**config.mk**
```make
export PLATFORM = sky130hd
export DESIGN_NAME = tcs_shutdown_ctl
export DESIGN_NICKNAME = d
export VERILOG_FILES = /design/src/tcs_pkg.sv /design/src/tcs_avg4.sv /design/src/tcs_shutdown_ctl.sv
export SDC_FILE = /design/constraint.sdc
export NUM_CORES = 1
export LEC_CHECK = 0
export ABC_AREA = 1
export BUFFER_PORTS_ARGS = -buffer_cell sky130_fd_sc_hd__clkbuf_2
export CAP_MARGIN = 30
export CORE_MARGIN = 2
export CORE_UTILIZATION = 30
export DETAILED_ROUTE_END_ITERATION = 16
export GPL_TIMING_DRIVEN = 1
export MAX_ROUTING_LAYER = met4
export SETUP_SLACK_MARGIN = 0.15
export SYNTH_ARGS = -nofsm -noshare
export SYNTH_HDL_FRONTEND = slang
export SYNTH_HIERARCHICAL = 1
export SYNTH_SLANG_ARGS = --single-unit
```
**constraint.sdc**
```tcl
create_clock -name CORE_CLK -period 5 [get_ports CORE_CLK]
set_input_delay 0.25 -clock CORE_CLK [delete_from_list [all_inputs] [get_ports CORE_CLK]]
set_output_delay 0.25 -clock CORE_CLK [all_outputs]
set_load 0.01 [all_outputs]
```
**src/tcs_pkg.sv**
```systemverilog
// Constants and carrier types for the shutdown channel select block
package tcs_pkg;
  // Register byte offsets on the AHB-Lite slave
  localparam logic [7:0] OFS_CH1 = 8'h04;
  localparam logic [7:0] OFS_CH2 = 8'h08;
  localparam logic [7:0] OFS_CH3 = 8'h0C;
  localparam logic [7:0] OFS_CFG2 = 8'h10;
  localparam logic [7:0] OFS_STAT = 8'h14;
  localparam logic [7:0] OFS_MASK = 8'h18;
  localparam logic [7:0] OFS_STRAP = 8'h1C;
  localparam logic [7:0] OFS_TEMP = 8'h20;
  localparam logic [7:0] OFS_TRIP = 8'h30;
  localparam logic [7:0] OFS_NONE = 8'hFC;
  localparam logic [23:0] ADDR_HI_ZERO = 24'h00_0000;
  localparam logic HRESP_OKAY = 1'b0;
  // Status and mask layout
  localparam int ST_OT = 0;
  localparam int ST_DF0 = 1;
  localparam int NST = 5;
  localparam logic [NST-1:0] MASK_RST = 5'h00;
  // Temperature word: [10:3] signed integer, [2:0] fraction
  localparam int TW = 11;
  localparam int FRAC = 3;
  localparam logic [7:0] FAULT_HI = 8'h80;
  localparam logic [FRAC-1:0] FRAC_ZERO = 3'h0;
  localparam logic [4:0] LO_PAD = 5'h00;
  // Trip threshold span in degrees C
  localparam logic [7:0] TRIP_MIN = 8'h3C;
  localparam logic [7:0] TRIP_MAX = 8'h7A;
  localparam logic [5:0] TRIP_SPAN = 6'h3E;
  // Averaging factors relative to one 11-bit conversion
  localparam logic [3:0] AVG_1X = 4'h1;
  localparam logic [3:0] AVG_2X = 4'h2;
  localparam logic [3:0] AVG_4X = 4'h4;
  localparam logic [3:0] AVG_8X = 4'h8;

  typedef enum logic [1:0] {
    STRAP_LOW = 2'b00,
    STRAP_HIGH = 2'b01,
    STRAP_OPEN = 2'b10
  } tcs_strap_e;

  typedef enum logic [1:0] {
    RATE_1PS = 2'b00,
    RATE_2PS = 2'b01,
    RATE_4PS = 2'b10,
    RATE_8PS = 2'b11
  } tcs_rate_e;

  typedef enum logic [1:0] {
    BUS_IDLE = 2'b00,
    BUS_DATA = 2'b01
  } tcs_bus_e;

  typedef struct packed {
    logic apd;
    logic res_corr_auto;
    logic res_corr_en;
    logic beta_auto;
    logic beta_en;
  } tcs_chcfg_s;

  typedef struct packed {
    logic [1:0] qdepth;
    logic avg_dis;
    logic dyn_en;
    tcs_rate_e rate;
  } tcs_cfg2_s;

  typedef struct packed {
    logic valid;
    logic [1:0] ch;
    logic open_ckt;
    logic short_ckt;
    logic [TW-1:0] temp;
  } tcs_meas_s;

  localparam tcs_chcfg_s CFG_RST = 5'h0F;
  localparam tcs_chcfg_s CFG_SUBSTRATE = 5'h0F;
  localparam tcs_chcfg_s CFG_PLAIN = 5'h00;
  localparam tcs_chcfg_s CFG_EXT2 = 5'h0F;
  localparam tcs_cfg2_s CFG2_RST = 6'h07;
endpackage : tcs_pkg

```
**src/tcs_avg4.sv**
```systemverilog
// Four-sample running average filter for external channel one
`timescale 1ns/10ps
module tcs_avg4
  import tcs_pkg::*;
(
  input wire logic CLK, // core clock
  input wire logic RST_B, // synchronous reset, active low
  input wire logic PUSH, // good sample accepted this cycle
  input wire logic AVG_DIS, // bypass the filter
  input wire logic [tcs_pkg::TW-1:0] SAMPLE, // newest sample
  output logic [tcs_pkg::TW-1:0] AVG // filtered value for this sample
);
  typedef struct packed {
    logic primed;
    logic [2:0][TW-1:0] hist;
  } tcs_avg_s;

  tcs_avg_s st;
  tcs_avg_s nx;
  logic signed [TW+1:0] sum;

  always_comb
  begin
    nx = st;
    sum = $signed({{2{SAMPLE[TW-1]}}, SAMPLE});
    for (int i = 0; i < 3; i++)
      sum = sum + $signed({{2{st.hist[i][TW-1]}}, st.hist[i]});
    // Before the first sample the history is empty, so pass it through
    if (AVG_DIS || !st.primed)
      AVG = SAMPLE;
    else
      AVG = TW'(sum >>> 2);
    if (PUSH)
    begin
      nx.primed = 1'b1;
      // The first sample fills the whole history so the mean starts flat
      nx.hist[0] = SAMPLE;
      for (int i = 1; i < 3; i++)
        nx.hist[i] = st.primed ? st.hist[i-1] : SAMPLE;
    end
  end

  always_ff @(posedge CLK)
  begin
    if (!RST_B)
      st <= '0;
    else
      st <= nx;
  end
endmodule : tcs_avg4

```
**src/tcs_shutdown_ctl.sv**
```systemverilog
// Strap decode, channel lock, over-temperature queue and register slave
//
// The AHB-Lite interface to the registers and the register addresses are this design's own decisions.
`timescale 1ns/10ps
module tcs_shutdown_ctl
  import tcs_pkg::*;
(
  input wire logic CORE_CLK, // core clock, 20 MHz
  input wire logic RST_B, // synchronous reset, active low
  input wire logic HSEL, // AHB slave select
  input wire logic [31:0] HADDR, // AHB address
  input wire logic [1:0] HTRANS, // AHB transfer type
  input wire logic HWRITE, // AHB write
  input wire logic [2:0] HSIZE, // AHB size, word only
  input wire logic [31:0] HWDATA, // AHB write data
  input wire logic HREADY, // AHB bus ready
  output logic HREADYOUT, // AHB slave ready
  output logic [31:0] HRDATA, // AHB read data
  output logic HRESP, // AHB response, always OKAY
  input wire logic STRAP_PU_LVL, // strap level seen with weak pull-up
  input wire logic STRAP_PD_LVL, // strap level seen with weak pull-down
  input wire logic [5:0] TRIP_CODE, // trip setting code from the front end
  input wire tcs_pkg::tcs_meas_s MEAS, // measurement result strobe
  output logic HW_OVERTEMP, // qualified over-temperature flag
  output logic IRQ, // level interrupt
  output tcs_pkg::tcs_chcfg_s [3:1] CH_CFG, // per-channel front-end config
  output logic [3:0] AVG_FACTOR, // external averaging factor
  output logic [1:0] CONV_RATE, // conversion rate select
  output logic [1:0] SHDN_CH, // channel feeding shutdown
  output logic CH3_EN // channel three measured
);
  import tcs_pkg::*;

  typedef struct packed {
    tcs_strap_e strap;
    logic strap_done;
    logic [1:0] shdn_ch;
    tcs_chcfg_s [3:1] cfg;
    tcs_cfg2_s cfg2;
    logic [NST-1:0] status;
    logic [NST-1:0] mask;
    logic [3:0][TW-1:0] temp;
    logic [7:0] trip;
    logic [1:0] qcnt;
    logic ot;
    logic irq;
    logic [3:0] avg_factor;
    tcs_bus_e bus;
    logic b_wr;
    logic [7:0] b_addr;
    logic [31:0] rdata;
    logic ready;
  } tcs_state_s;

  tcs_state_s st;
  tcs_state_s nx;
  logic fault;
  logic take;
  logic sel;
  logic hot;
  logic cold;
  logic [TW-1:0] avg_out;
  logic [TW-1:0] newv;
  logic [TW-1:0] trip_w;
  logic [31:0] rd;

  // Good channel one samples feed the filter; faults bypass it
  tcs_avg4 u_avg (
    .CLK(CORE_CLK),
    .RST_B(RST_B),
    .PUSH(take && MEAS.ch == 2'd1 && !fault),
    .AVG_DIS(st.cfg2.avg_dis),
    .SAMPLE(MEAS.temp),
    .AVG(avg_out)
  );

  always_comb
  begin
    nx = st;
    rd = '0;
    fault = MEAS.open_ckt | MEAS.short_ckt;
    // Channel three samples are dropped without an anti-parallel pair
    take = MEAS.valid && st.strap_done && !(MEAS.ch == 2'd3 && !st.cfg[2].apd);
    sel = take && MEAS.ch == st.shdn_ch;
    newv = MEAS.temp;
    trip_w = {st.trip, FRAC_ZERO};
    hot = 1'b0;
    cold = 1'b0;

    // Strap decode: a floating pin follows whichever weak pull is applied
    if (!st.strap_done)
    begin
      nx.strap_done = 1'b1;
      if (STRAP_PU_LVL != STRAP_PD_LVL)
        nx.strap = STRAP_OPEN;
      else if (STRAP_PU_LVL)
        nx.strap = STRAP_HIGH;
      else
        nx.strap = STRAP_LOW;
    end

    // Read mux
    case (st.b_addr)
      OFS_CH1: rd = 32'(st.cfg[1]);
      OFS_CH2: rd = 32'(st.cfg[2]);
      OFS_CH3: rd = 32'(st.cfg[3]);
      OFS_CFG2: rd = 32'(st.cfg2);
      OFS_STAT: rd = 32'(st.status);
      OFS_MASK: rd = 32'(st.mask);
      OFS_STRAP: rd = 32'({st.shdn_ch, st.strap});
      OFS_TRIP: rd = 32'(st.trip);
      default:
      begin
        if (st.b_addr[7:4] == OFS_TEMP[7:4])
          rd = 32'({st.temp[st.b_addr[3:2]][TW-1:FRAC], st.temp[st.b_addr[3:2]][FRAC-1:0],
                    LO_PAD});
        else
          rd = '0;
      end
    endcase

    // Bus data phase: one wait cycle, then the answer
    case (st.bus)
      BUS_IDLE:
        nx.ready = 1'b1;
      BUS_DATA:
      begin
        nx.bus = BUS_IDLE;
        nx.ready = 1'b1;
        if (!st.b_wr)
          nx.rdata = rd;
        else
        begin
          case (st.b_addr)
            OFS_CH1: if (st.shdn_ch != 2'd1) nx.cfg[1] = HWDATA[4:0];
            OFS_CH2: if (st.shdn_ch != 2'd2) nx.cfg[2] = HWDATA[4:0];
            OFS_CH3: nx.cfg[3] = HWDATA[4:0];
            OFS_CFG2: nx.cfg2 = HWDATA[5:0];
            OFS_STAT: nx.status = st.status & ~HWDATA[NST-1:0];
            OFS_MASK: nx.mask = HWDATA[NST-1:0];
            default: nx.bus = BUS_IDLE; // Read-only and unmapped offsets drop writes
          endcase
        end
      end
      default:
      begin
        nx.bus = BUS_IDLE;
        nx.ready = 1'b1;
      end
    endcase
    if (HSEL && HTRANS[1] && HREADY)
    begin
      nx.bus = BUS_DATA;
      nx.ready = 1'b0;
      nx.b_wr = HWRITE;
      nx.b_addr = (HADDR[31:8] == ADDR_HI_ZERO) ? HADDR[7:0] : OFS_NONE;
    end

    // Locked channel preset overrides anything written this cycle
    if (nx.strap_done)
    begin
      case (nx.strap)
        STRAP_LOW:
        begin
          nx.shdn_ch = 2'd1;
          nx.cfg[1] = CFG_SUBSTRATE;
        end
        STRAP_OPEN:
        begin
          nx.shdn_ch = 2'd1;
          nx.cfg[1] = CFG_PLAIN;
        end
        STRAP_HIGH:
        begin
          nx.shdn_ch = 2'd2;
          nx.cfg[2] = CFG_EXT2;
        end
        default:
          nx.shdn_ch = 2'd1;
      endcase
    end

    // Trip point from the setting code, clamped at the top
    if (TRIP_CODE > TRIP_SPAN)
      nx.trip = TRIP_MAX;
    else
      nx.trip = TRIP_MIN + {2'b00, TRIP_CODE};

    // Measurement capture
    if (take)
    begin
      if (fault)
      begin
        newv = {FAULT_HI, FRAC_ZERO};
        nx.status[ST_DF0 + int'(MEAS.ch)] = 1'b1;
      end
      else if (MEAS.ch == 2'd1)
        newv = avg_out;
      nx.temp[MEAS.ch] = newv;
    end

    // Fault queue; a faulted reading counts as cold
    hot = sel && ($signed(newv) > $signed(trip_w));
    cold = sel && ($signed(newv) < $signed(trip_w));
    if (!st.ot)
    begin
      if (hot && st.qcnt == st.cfg2.qdepth)
      begin
        nx.ot = 1'b1;
        nx.qcnt = '0;
        nx.status[ST_OT] = 1'b1;
      end
      else if (hot)
        nx.qcnt = st.qcnt + 2'd1;
      else if (sel)
        nx.qcnt = '0;
    end
    else if (cold)
      nx.ot = 1'b0;

    // Averaging factor follows the conversion rate
    if (!nx.cfg2.dyn_en)
      nx.avg_factor = AVG_1X;
    else
    begin
      case (nx.cfg2.rate)
        RATE_1PS: nx.avg_factor = AVG_8X;
        RATE_2PS: nx.avg_factor = AVG_4X;
        RATE_4PS: nx.avg_factor = AVG_2X;
        RATE_8PS: nx.avg_factor = AVG_1X;
        default: nx.avg_factor = AVG_1X;
      endcase
    end

    nx.irq = |(nx.status & nx.mask);
  end

  always_ff @(posedge CORE_CLK)
  begin
    if (!RST_B)
    begin
      st <= '0;
      st.cfg <= {CFG_RST, CFG_RST, CFG_RST};
      st.cfg2 <= CFG2_RST;
      st.mask <= MASK_RST;
      st.trip <= TRIP_MIN;
      st.avg_factor <= AVG_1X;
      st.shdn_ch <= 2'd1;
      st.ready <= 1'b1;
    end
    else
      st <= nx;
  end

  // Every output except HRESP, which is tied to OKAY, comes straight from the state register
  assign HREADYOUT = st.ready;
  assign HRDATA = st.rdata;
  assign HRESP = HRESP_OKAY;
  assign HW_OVERTEMP = st.ot;
  assign IRQ = st.irq;
  assign CH_CFG = st.cfg;
  assign AVG_FACTOR = st.avg_factor;
  assign CONV_RATE = st.cfg2.rate;
  assign SHDN_CH = st.shdn_ch;
  assign CH3_EN = st.cfg[2].apd;
endmodule : tcs_shutdown_ctl

```
=== Word level (Yosys, flattened, before mapping) ===
Cells that the tools add are included.

* Bits in registers: 173
* Word-level logic and storage cells: 165
* Input bits: 98

* Muxes and demuxes: 48
* Add/subtract/negate cells: 6
* Bitwise gates (word level): 8
* Reduce and logical (&&, ||, !) cells: 30
* Magnitude comparators: 8
* Equality and inequality tests: 22

{| class="wikitable"
|+ Operator list
! kind !! count
|-
| $pmux W16 S8 || 1
|-
| $mux W11 || 9
|-
| $mux W26 || 2
|-
| $mux W5 || 9
|-
| $bwmux W44 || 1
|-
| $eq A8 B5 Y1 const B || 4
|-
| $logic_not A24 Y1 || 1
|-
| $bmux W11 S2 || 1
|-
| $demux W11 S2 || 1
|-
| $mux W10 || 2
|-
| $eq A8 B4 Y1 const B || 2
|-
| $mux W16 || 1
|-
| $pmux W4 S4 || 1
|-
| $add A12 B11 Y13 || 1
|-
| $add A13 B11 Y13 || 1
|-
| $logic_and A1 B1 Y1 || 13
|-
| $add A11 B11 Y12 || 1
|-
| $gt A11 B11 Y1 || 1
|-
| $lt A11 B11 Y1 || 1
|-
| $and A5 B5 Y5 || 2
|-
| $mux W2 || 5
|-
| $pmux W5 S2 || 1
|-
| $mux W1 || 9
|-
| $eq A2 B2 Y1 const B || 4
|-
| 33 further kinds || 48
|}

=== Longest topological paths before layout ===
Gate-level depths: netlist of run 1.

* Depth after elaboration: 15
* Gate-level depth with buffers: 33

=== Modules after synthesis ===
The synthesis of run 1 kept the hierarchy.

{| class="wikitable"
|+ Modules (own cells, without submodules)
! module !! instances !! area an instance (um2) !! cells an instance
|-
| tcs_shutdown_ctl || 1 || 6084.6 || 835
|-
| tcs_avg4 || 1 || 2824.0 || 409
|}

=== Least setup slack after synthesis of run 1 ===
OpenSTA, ideal clock, no wires.

* Kind: reg-to-reg
* From: reg u_avg/st[1] in the netlist's numbering
* To: reg st, in the netlist IRQ
* Setup slack: 0.780 ns
* Arrival: 4.162 ns
* Cell stages (with the launch flop): 30
* Buffers on the path: 0
* Cells stage by stage: dfxtp_1 > inv_1 > fa_1 > inv_1 > fa_1 > nand2_2 > nor2_4 > inv_1 > fa_1 > inv_1 > nand3_1 > nand3_1 > nand2_1 > nand2_1 > nand2_1 > nand3_1 > o21ai_0 > or2_2 > o211ai_1 > o21ai_0 > ha_1 > a21boi_0 > nand3_1 > nand3_1 > nand2_1 > nor2_1 > nand2_1 > nand2_1 > nand2_1 > nand2_1

* Word-level cells in the longest chain between the ends: 15

{| class="wikitable"
|+ RTL lines
! element !! RTL line !! RTL
|-
| from (decl) || tcs_avg4.sv:18 || <nowiki>tcs_avg_s st;</nowiki>
|-
| from (signal assigned) || tcs_avg4.sv:48 || <nowiki>st <= nx;</nowiki>
|-
| $add A11 B11 Y12 || tcs_avg4.sv:27 || <nowiki>sum = sum + $signed({{2{st.hist[i][TW-1]}}, st.hist[i]});</nowiki>
|-
| $add A12 B11 Y13 || tcs_avg4.sv:27 ||
|-
| $add A13 B11 Y13 || tcs_avg4.sv:27 ||
|-
| $mux W11 || tcs_avg4.sv:29 || <nowiki>if (AVG_DIS || !st.primed)</nowiki>
|-
| named net avg_out[7] || tcs_shutdown_ctl.sv:62 || <nowiki>logic [TW-1:0] avg_out;</nowiki>
|-
| $mux W11 || tcs_shutdown_ctl.sv:197 || <nowiki>else if (MEAS.ch == 2'd1)</nowiki>
|-
| $mux W11 || tcs_shutdown_ctl.sv:192 || <nowiki>if (fault)</nowiki>
|-
| $mux W11 (2 in a row) || tcs_shutdown_ctl.sv:190 || <nowiki>if (take)</nowiki>
|-
| $gt A11 B11 Y1 || tcs_shutdown_ctl.sv:203 || <nowiki>hot = sel && ($signed(newv) > $signed(trip_w));</nowiki>
|-
| $logic_and A1 B1 Y1 || tcs_shutdown_ctl.sv:203 ||
|-
| $logic_and A1 B1 Y1 || tcs_shutdown_ctl.sv:207 || <nowiki>if (hot && st.qcnt == st.cfg2.qdepth)</nowiki>
|-
| $mux W1 || tcs_shutdown_ctl.sv:207 ||
|-
| $mux W1 || tcs_shutdown_ctl.sv:205 || <nowiki>if (!st.ot)</nowiki>
|-
| $and A5 B5 Y5 || tcs_shutdown_ctl.sv:235 || <nowiki>nx.irq = |(nx.status & nx.mask);</nowiki>
|-
| $reduce_or A5 Y1 || tcs_shutdown_ctl.sv:235 ||
|-
| to (signal assigned) || tcs_shutdown_ctl.sv:252 || <nowiki>st <= nx;</nowiki>
|-
| to (decl) || tcs_shutdown_ctl.sv:55 || <nowiki>tcs_state_s st;</nowiki>
|}

The timed path passes the listed nets, and every way through them passes these cells. The select of a mux whose other input is x is not followed.
A chain may end at the register's enable or synchronous reset.

=== Worst setup path in the final report of run 1 ===
Same ends and word-level chain as after synthesis.

==> results of run 1 <==
-- cell usage after synthesis (all sizes together) --
| master | instances |
|---|---|
| xnor2 | 4 |
| buf | 79 |
| nand3b | 4 |
| o21ai | 149 |
| o22ai | 8 |
| clkinv | 2 |
| o21bai | 1 |
| xor2 | 2 |
| o2111ai | 2 |
| a221oi | 1 |
| and2 | 1 |
| ha | 20 |
| nor4 | 7 |
| conb | 1 |
| nand3 | 58 |
| o22a | 1 |
| nand2 | 230 |
| a21oi | 101 |
| o221ai | 25 |
| clkbuf | 20 |
| a211oi | 1 |
| a21boi | 1 |
| a22oi | 7 |
| o21a | 1 |
| nor3 | 7 |
| o211ai | 11 |
| inv | 233 |
| or2 | 4 |
| dfxtp | 156 |
| nor2 | 72 |
| fa | 23 |
| nand4 | 9 |
| or3 | 1 |
| a31oi | 1 |
| a21o | 1 |
-- registers in the layout, indices dropped and copies added, names as in the netlist --
signal and cells:
CH3_EN 1, HRDATA 16, IRQ 1, AVG_FACTOR 4, CH_CFG 14, HW_OVERTEMP 1, u_avg/st 34, st 80
HREADYOUT 1, CONV_RATE 2, SHDN_CH 2
-- cells in the final DEF, fill, tap and decap left out, drive strengths merged, types with 2 or more instances in the layout --
cell	n
fa	23
o221ai	25
nand3	58
clkinvlp	4
a21oi	101
xor2	2
nand4	9
nor2	72
buf	12
ha	20
o2111ai	2
xnor2	4
a22oi	7
nand3b	4
dfxtp	156
o211ai	11
inv	239
or2	4
nor3	7
conb	17
nor4	7
o22ai	8
nand2	230
o21ai	149
clkbuf	130
clkinv	3
-- metal layers --
| metal | global-route usage [%] | share of wire (%) | wire length [µm] |
|---|---|---|---|
| met1 | 21.24 | 48 | 11520 |
| met2 | 25.29 | 45 | 10820 |
| met3 | 2.670 | 5.7 | 1373 |
| met4 | 4.752 | 1.7 | 405 |
| met5 | - | 0 | 0 |
-- per-stage QoR --
stage,power [mW],utilization (%)
floorplan,1.539,-
global placement,1.629,32.09
detailed placement,1.633,32.12
CTS,2.914,34.07
global route,3.006,34.13
finish,2.893,34.13
-- critical path, delay by kind of cell, from the launching register on --
| family | cells | cell delay, ns |
|---|---|---|
| fa+ha+maj | 4 | 1.75 |
| simple gates | 17 | 1.59 |
| compound gates | 4 | 0.49 |
| flops | 1 | 0.33 |
| buf+inv | 4 | 0.28 |
-- area by class of cell --
class                           instances  area (µm²)  share of cell area, %
Multi-Input combinational cell        770        4324                  43.09
Inverter                              235       882.1                  8.789
Clock buffer                           20       446.7                  4.451
Sequential cell                       156        3123                  31.12
Clock inverter                         12       128.9                  1.284
Tap cell                              390       488.0                  4.862
Timing Repair Buffer                  122       640.6                  6.383
Antenna cell                            1       2.502                0.02493
-- what timing repair did --
action	4_1_cts	5_1_grt
gates resized for setup	0	4
setup buffers	0	1
setup endpoints to repair	0	5
-- worst paths after layout --
path                   to  slack (ns)  cells after the start
setup / recovery      IRQ        0.52                     29
hold / removal     st[53]        0.05                      3
setup reg to reg      IRQ        0.52                     29
hold reg to reg   st[101]        0.45                      2
-- logic make-up (layout without fill, tap and decap cells) --
family	count (synthesis)	after routing	synth area share (%)
simple gates	393	393	19.51
buf+inv	334	389	17.19
compound gates	311	311	19.64
flops	156	156	35.06
fa+ha+maj	43	43	7.978
xor+xnor	6	6	0.5899
other cells	1	18	0.04209
-- power by group through the flow --
stage	clock network (mW)	registers [mW]	logic [mW]
floorplan	0	1.31	0.228
global placement	0	1.32	0.309
detailed placement	0	1.32	0.313
CTS	1.31	1.29	0.314
global route	1.35	1.30	0.358
finish	1.28	1.29	0.315
==> flow_metrics.py, run 1 <==
metrics = {
    "critical_path": {
        "rr_startpoint": "u_avg/st[1]",
        "startpoint": "u_avg/st[1]",
        "critPathSlowestCell": "fa_1",
        "crit_top_cell": "nand2_1",
        "critPathCaptureType": "flip-flop",
        "cp_max_fo": 4,
        "slowest_delay_ns": 0.54,
        "critPathLaunchType": "flip-flop",
        "worstPathRequired_ns": 5.37,
        "critical_path_class": "reg -> reg",
        "crit_arrival_ns": 4.84,
    },
    "sta": {
        "final_max_slew_viol_count": 0,
        "fmax_mhz": 223.4,
        "rsz0062_at_grt": "no",
        "period_needed_ns": 4.475,
        "layout_setup_ws_ns": 0.5245,
        "fin_skew_ns": 0.01795,
        "maxSlewHeadroom_pct": 43.87,
        "setup_viol": 0,
        "hold_viol_final": 0,
        "finalSetupTns_ns": 0,
        "fin_crit_sh_pct": 89.51,
        "holdWs_ns": 0.05341,
        "tightest_slew_ns": 0.8408,
    },
    "cts": {
        "ctsHoldBuffers": 0,
        "clockBufferDepth": 2,
        "clock_sinks": 156,
        "cts_root_buf": "clkbuf_16",
        "htreeDepth": 4,
        "cts_tree": "yes",
        "cts_buffers": 17,
        "clk_pin_slew_ns": 0.07,
        "clk_latency_ns": 0.43,
    },
    "synth": {
        "synthCells": 1244,
        "syn_area_per_cell_um2": 7.161,
        "synth_top_area_share_pct": 35.06,
        "synthesis.area_um2": 8909,
        "seq_area_frac_synth_pct": 35.06,
        "yosys_warnings": 6,
        "synth_cell_types": 49,
        "synth_area_leader_cell": "dfxtp_1",
        "ys_top_cells_by_area": "dfxtp_1, inv_1, nand2_1",
        "ys_ff_latch": 156,
    },
    "min_path": {
        "hold_path.startpoint": "TRIP_CODE[1]",
        "hold_class": "in -> reg",
    },
    "grt": {
        "grt_max_degree": 56,
        "groute.usage.overall_pct": 16.07,
        "grt_pass1_vias": 7432,
        "grt_pass1_wl_mm": 38.64,
        "grt-ovfl-total": 0,
        "antenna_found_initial": 1,
    },
    "power": {
        "p_switching_mw": 0.8018,
        "comb_power_share_pct": 10.9,
        "vdd_drop_max_mv": 0.2135,
        "clkPwrFrac_pct": 44.4,
        "power_density_nw_per_um2": 288.3,
        "switching_share_pct": 27.71,
        "pwr-share-seq_pct": 44.7,
        "internal-power_mw": 2.092,
        "leakage_nw": 4.668,
    },
    "cells_and_area": {
        "fin_cells": 1706,
        "drive_above_1_share_pct": 14.60,
        "n_fill_cell": 3175,
        "final_nets": 1443,
        "area_growth_pct": 12.65,
        "final_area_um2": 10040,
    },
    "placed_design": {
        "detailedPlace.worstSlack_ns": 0.3632,
        "place.gp.congestion": 0.9398,
        "dp.cells": 1672,
        "dp_hpwl_mm": 18.48,
        "io_buffer_count": 110,
        "placed_area_um2": 9443,
    },
    "route": {
        "antenna_left": 0,
        "routedWlPerCell_um": 14.14,
        "via_per_inst": 4.727,
        "via_count": 8065,
        "first_iter_violations": 539,
        "drc": 0,
        "wl_mm": 24.12,
        "drt_pass1_iterations": 5,
    },
    "floorplanning": {
        "core_um2": 29400,
        "die_x_um": 176.3,
        "start_util_pct": 30.30,
        "rows": 63,
        "dieArea_um2": 31090,
        "ios": 158,
        "fp.dieH_um": 176.3,
    },
    "run": {
        "cap_violations": 0,
    },
    "status": {
        "status": "finished, final reports clean",
    },
}
Note: power is estimated with default switching activity, not from simulation.
==> run 2, diff against run 1 <==
Settings changed: ABC_CLOCK_PERIOD_IN_PS set to 5000, CORE_UTILIZATION 30 to 50, PLACE_DENSITY set to 0.73.
==> run 2 against run 1 <==
Net effect: design area is 2.0% lower; clock-buffer cell count is 2 lower; sequential share of layout area is 0.62 points higher; sequential power hardly changed; maximum frequency is 2.2% lower; via count is 0.78% higher; flip-flop and latch count stayed put; critical path depth is 1 lower; setup slack worse by 0.10 ns; critical endpoint unchanged; largest power group is now the clock network; highest routed layer unchanged.
==> flow_metrics.py, run 2 (same netlist as run 1, synthesis figures left out) <==
metrics = {
    "status": {
        "status": "finished, final reports clean",
    },
    "placed_design": {
        "io_buffer_count": 110,
        "dp_hpwl_mm": 16.68,
        "detailedPlace.worstSlack_ns": 0.3077,
        "place.gp.congestion": 0.9670,
    },
    "cells_and_area": {
        "layout_commonest_cell": "inv_1",
        "area_growth_pct": 10.45,
        "diodes": 0,
        "n_fill_cell": 1640,
        "final_nets": 1442,
        "multi_input_area_um2": 4328,
        "layout_common_cells": "inv_1, nand2_1, dfxtp_1, o21ai_0, clkbuf_2",
        "ff_latch_area_um2": 3123,
        "drive_above_1_share_pct": 14.69,
        "regMostFlops": "st",
        "largest_register_ffs": 80,
    },
    "cts": {
        "clk_latency_ns": 0.43,
        "htreeDepth": 4,
        "cts_buffers": 17,
        "cts_tree": "yes",
        "clk_pin_slew_ns": 0.07,
        "clockBufferDepth": 2,
        "cts_root_buf": "clkbuf_16",
        "clock_sinks": 156,
    },
    "critical_path": {
        "critPathLaunchType": "flip-flop",
        "critical_path.top_delay_family": "adder cells",
        "crit_top_cell": "nand2_1",
        "cp_max_fo": 5,
        "slowest_delay_ns": 0.53,
        "worstPathRequired_ns": 5.37,
        "critPathSlowestCell": "fa_1",
        "critical_path_class": "reg -> reg",
        "critPathCaptureType": "flip-flop",
        "crit_cells": 28,
        "rr_worst_depth": 28,
        "cp_num_buf_inv": 5,
        "crit_arrival_ns": 4.95,
        "startpoint": "u_avg/st[1]",
        "rr_startpoint": "u_avg/st[1]",
    },
    "run": {
        "cap_violations": 0,
    },
    "sta": {
        "rsz0062_at_grt": "no",
        "fin_crit_sh_pct": 91.53,
        "fmax_mhz": 218.5,
        "finalSetupTns_ns": 0,
        "setup_viol": 0,
        "fin_skew_ns": 0.01377,
        "layout_setup_ws_ns": 0.4237,
        "tightest_slew_ns": 1.087,
        "holdWs_ns": 0.03005,
        "final_max_slew_viol_count": 0,
        "period_needed_ns": 4.576,
        "hold_viol_final": 0,
        "maxSlewHeadroom_pct": 27.25,
    },
    "grt": {
        "grt_pass1_wl_mm": 36.16,
        "antenna_found_initial": 0,
        "grt_pass1_vias": 7421,
        "grt_max_degree": 92,
        "grt-ovfl-total": 0,
        "groute.usage.overall_pct": 25.10,
    },
    "floorplanning": {
        "ios": 158,
        "fp.dieH_um": 137.5,
        "dieArea_um2": 18900,
        "start_util_pct": 51.33,
        "die_x_um": 137.5,
        "rows": 48,
        "core_um2": 17360,
    },
    "route": {
        "antenna_left": 0,
        "via_count": 8128,
        "wl_mm": 22.71,
        "routedWlPerCell_um": 14.76,
        "drc": 0,
        "first_iter_violations": 570,
        "via_per_inst": 5.281,
        "drt_pass1_iterations": 5,
    },
    "power": {
        "leakage_nw": 4.685,
        "vdd_drop_max_mv": 0.2562,
        "power_density_nw_per_um2": 295.6,
    },
    "min_path": {
        "whs_path_depth": 3,
        "hold_path.startpoint": "HWRITE",
        "hold_class": "in -> reg",
    },
}
[run 2: changes by cell type in the layout (fill, tap and decap cells not counted), sizes merged]
cell	previous run	this run
clkinvlp	4	2
inv	239	241
clkinv	3	5
diode	1	0
clkbuf	130	128
buf	12	11
[run 2: timing repair]
action / 4_1_cts / 5_1_grt
setup buffers: 0 / 1
hold buffers: 0 / 0
resized for setup: 0 / 4
endpoints found under the setup margin: 0 / 5
[run 2: through the flow]
stage / util, % / area (µm²) / instances / power (mW)
floorplan: - / 8969 / 1260 / 1.539
global placement: 53.17 / 9229 / 1506 / 1.622
detailed placement: 53.17 / 9229 / 1506 / 1.628
CTS: 56.58 / 9821 / 1538 / 2.917
global route: 56.69 / 9839 / 1539 / 3.016
finish: 56.69 / 9839 / 1539 / 2.908
[run 2: metal layers]
layer / GRT usage [%] / routed length [µm] / vias up
met5: - / 0 / -
met4: 8.935 / 584 / 0
met3: 4.341 / 1181 / 44
met2: 41.32 / 10880 / 256
met1: 31.05 / 10070 / 3766
li1: - / - / 4062
[run 2: report_power, final]
group | total (mW) | switching (mW) | internal [mW]
Combinational | 0.312 | 0.207 | 0.105
Sequential | 1.29 | 0.0221 | 1.27
Clock | 1.30 | 0.582 | 0.720
Total | 2.91 | 0.811 | 2.10
[run 2: worst register-to-register path: cells and delay by family, from the launching register on]
family,cells,cell delay (ns)
AO/OA/AOI/OAI,2,0.46
adder cells (fa/ha/maj),4,1.74
buffers and inverters,5,0.39
flip-flops,1,0.33
AND/OR/NAND/NOR,17,1.62
[run 2: final timing paths]
check | end | slack [ns]
setup / recovery | IRQ | 0.42
hold / removal | st[41] | 0.03
setup reg to reg | IRQ | 0.42
hold reg to reg | st[100] | 0.45
[run 2: area by class of cell]
class                   count  area share (%)
clock inverters            14           1.551
clock buffers              18           4.463
well taps                 225           2.861
inverters                 235           8.965
flip-flops and latches    156           31.74
multi-input cells         770           43.99
repair buffers            121           6.434
==> run 3, diff against run 2 <==
Settings changed: SYNTH_HIERARCHICAL 1 to not set.
==> run 3 against run 2 <==
Net effect: via count is 7.8% lower; setup slack improved by 0.074 ns; final cell count shrank 7.9%; critical path type unchanged; critical endpoint unchanged; largest cell class unchanged.
==> flow_metrics.py, run 3 <==
metrics = {
    "route": {
        "drt_pass1_iterations": 5,
        "drc": 0,
        "route.met3.wl_mm": 1.177,
        "first_iter_violations": 531,
        "routed.top_layer": "met4",
        "via_count": 7495,
        "wl_mm": 20.88,
        "routedWlPerCell_um": 14.73,
        "antenna_left": 0,
        "via_per_inst": 5.286,
        "wl_met2_mm": 9.799,
        "wl_met1_mm": 9.374,
    },
    "status": {
        "status": "finished, final reports clean",
    },
    "synth": {
        "netlist_top_cells_count": "nand2_1, dfxtp_1, inv_1, o21ai_0, a21oi_1",
        "ys_ff_latch": 156,
        "yosys_warnings": 0,
        "yosysMostFrequentCell": "nand2_1",
        "synth_edf_count": 0,
        "synth_area_leader_cell": "dfxtp_1",
        "ys_async_sr_fraction_pct": 0,
        "ys.flop_type": "dfxtp_1",
        "synthesis.area_um2": 8456,
        "syn_area_per_cell_um2": 7.489,
        "ys_top_cells_by_area": "dfxtp_1, o21ai_0, nand2_1",
        "seq_area_frac_synth_pct": 36.93,
        "synth_cell_types": 52,
        "synthCells": 1129,
        "synth_top_area_share_pct": 36.93,
    },
    "power": {
        "power_density_nw_per_um2": 303.6,
        "internal-power_mw": 2.072,
        "switching_share_pct": 27.53,
        "pwr-share-seq_pct": 45.1,
        "vdd_drop_max_mv": 0.2610,
        "comb_power_share_pct": 10.9,
        "leakage_nw": 4.167,
        "clkPwrFrac_pct": 44.0,
        "p_switching_mw": 0.7874,
        "p_total_mw": 2.860,
    },
    "floorplanning": {
        "rows": 47,
        "ios": 158,
        "dieArea_um2": 17970,
        "start_util_pct": 50.99,
        "core_um2": 16580,
        "fp.dieH_um": 134.0,
        "die_x_um": 134.0,
    },
    "min_path": {
        "hold_path.startpoint": "HWRITE",
        "hold_class": "in -> reg",
    },
    "critical_path": {
        "cp_max_fo": 4,
        "startpoint": "u_avg.st[1]",
        "critPathLaunchType": "flip-flop",
        "worstPathRequired_ns": 5.33,
        "critical_path_class": "reg -> reg",
        "slowest_delay_ns": 0.51,
        "critPathSlowestCell": "fa_1",
        "crit_arrival_ns": 4.83,
        "rr_startpoint": "u_avg.st[1]",
        "crit_top_cell": "nand2_1",
        "critPathCaptureType": "flip-flop",
    },
    "cts": {
        "cts_buffers": 17,
        "cts_root_buf": "clkbuf_16",
        "cts_setup_buffers": 0,
        "clock_sinks": 156,
        "cts_tree": "yes",
        "htreeDepth": 4,
        "clk_pin_slew_ns": 0.07,
        "ctsHoldBuffers": 0,
        "clk_latency_ns": 0.43,
        "clockBufferDepth": 2,
    },
    "grt": {
        "grt_pass1_wl_mm": 32.85,
        "grt_max_degree": 89,
        "grt-ovfl-total": 0,
        "grt_pass1_vias": 6687,
        "antenna_found_initial": 0,
        "groute.usage.overall_pct": 23.62,
    },
    "placed_design": {
        "placed_area_um2": 8828,
        "io_buffer_count": 110,
        "dp.cells": 1386,
        "place.gp.congestion": 0.8912,
        "detailedPlace.worstSlack_ns": 0.3844,
        "dp_hpwl_mm": 15.08,
    },
    "sta": {
        "holdWs_ns": 0.03315,
        "tightest_slew_ns": 0.9641,
        "hold_viol_final": 0,
        "finalSetupTns_ns": 0,
        "rsz0062_at_grt": "no",
        "period_needed_ns": 4.502,
        "fin_crit_sh_pct": 90.04,
        "layout_setup_ws_ns": 0.4981,
        "setup_viol": 0,
        "fin_skew_ns": 0.009621,
        "fmax_mhz": 222.1,
        "maxSlewHeadroom_pct": 35.49,
        "final_max_slew_viol_count": 0,
    },
    "cells_and_area": {
        "layout_common_cells": "nand2_1, dfxtp_1, inv_1, o21ai_0, a21oi_1",
        "layout.core_utilization_pct": 56.80,
        "diodes": 0,
        "final_area_um2": 9419,
        "layout_commonest_cell": "nand2_1",
        "area_growth_pct": 11.39,
        "largest_register_ffs": 80,
        "drive_above_1_share_pct": 16.03,
        "regMostFlops": "st",
        "fin_cells": 1418,
        "final_nets": 1326,
    },
    "run": {
        "cap_violations": 0,
    },
}
==> run 3: per-layer routing <==
metal  GRT usage [%]  vias up
met4           8.889        0
met3           3.741       42
met1           30.65     3448
met5               -        -
li1                -     3775
met2           37.38      230
==> run 3: path summary, 6_finish.rpt <==
path / end / slack [ns] / cells past startpoint
worst min register to register: HRDATA[5] / 0.47 / 2
worst min-delay path: st[41] / 0.03 / 3
worst max register to register: IRQ / 0.50 / 31
worst max-delay path: IRQ / 0.50 / 31
==> run 3: cell families after synthesis <==
| logic type | share of synthesized area [%] |
|---|---|
| adder cells (fa/ha/maj) | 8.405 |
| buffers and inverters | 14.13 |
| AO/OA/AOI/OAI | 21.57 |
| flip-flops | 36.93 |
| AND/OR/NAND/NOR | 17.67 |
| XOR/XNOR | 1.243 |
| other | 0.04435 |
==> run 3: layout make-up <==
cell class,count,area (µm²)
tap,220,275.3
fill,1561,7164
clock buffer,18,429.2
timing repair buffer,119,618.1
clock inverter,14,140.1
inverter,162,609.3
multi-input combinational,729,4224
sequential,156,3123
==> run 3: critical path, delay by kind of cell, from the launching register on <==
kind	cells	cell delay (ns)
adders and majority gates	4	1.41
DFF	1	0.34
AOI/OAI and AO/OA	6	0.91
and+or+nand+nor	17	1.50
buffers and inverters	4	0.22
==> run 3: power groups by stage <==
stage / logic [mW] / clock network (mW) / registers, mW
2_1_floorplan: 0.225 / 0 / 1.31
3_3_place_gp: 0.300 / 0 / 1.32
3_5_place_dp: 0.305 / 0 / 1.32
4_1_cts: 0.308 / 1.27 / 1.29
5_1_grt: 0.349 / 1.32 / 1.29
6_report: 0.312 / 1.26 / 1.29
==> run 3: what timing repair did <==
item / in CTS / in global routing
gates resized for setup: 0 / 6
hold endpoints to repair: 0 / 0
setup endpoints to repair: 0 / 5
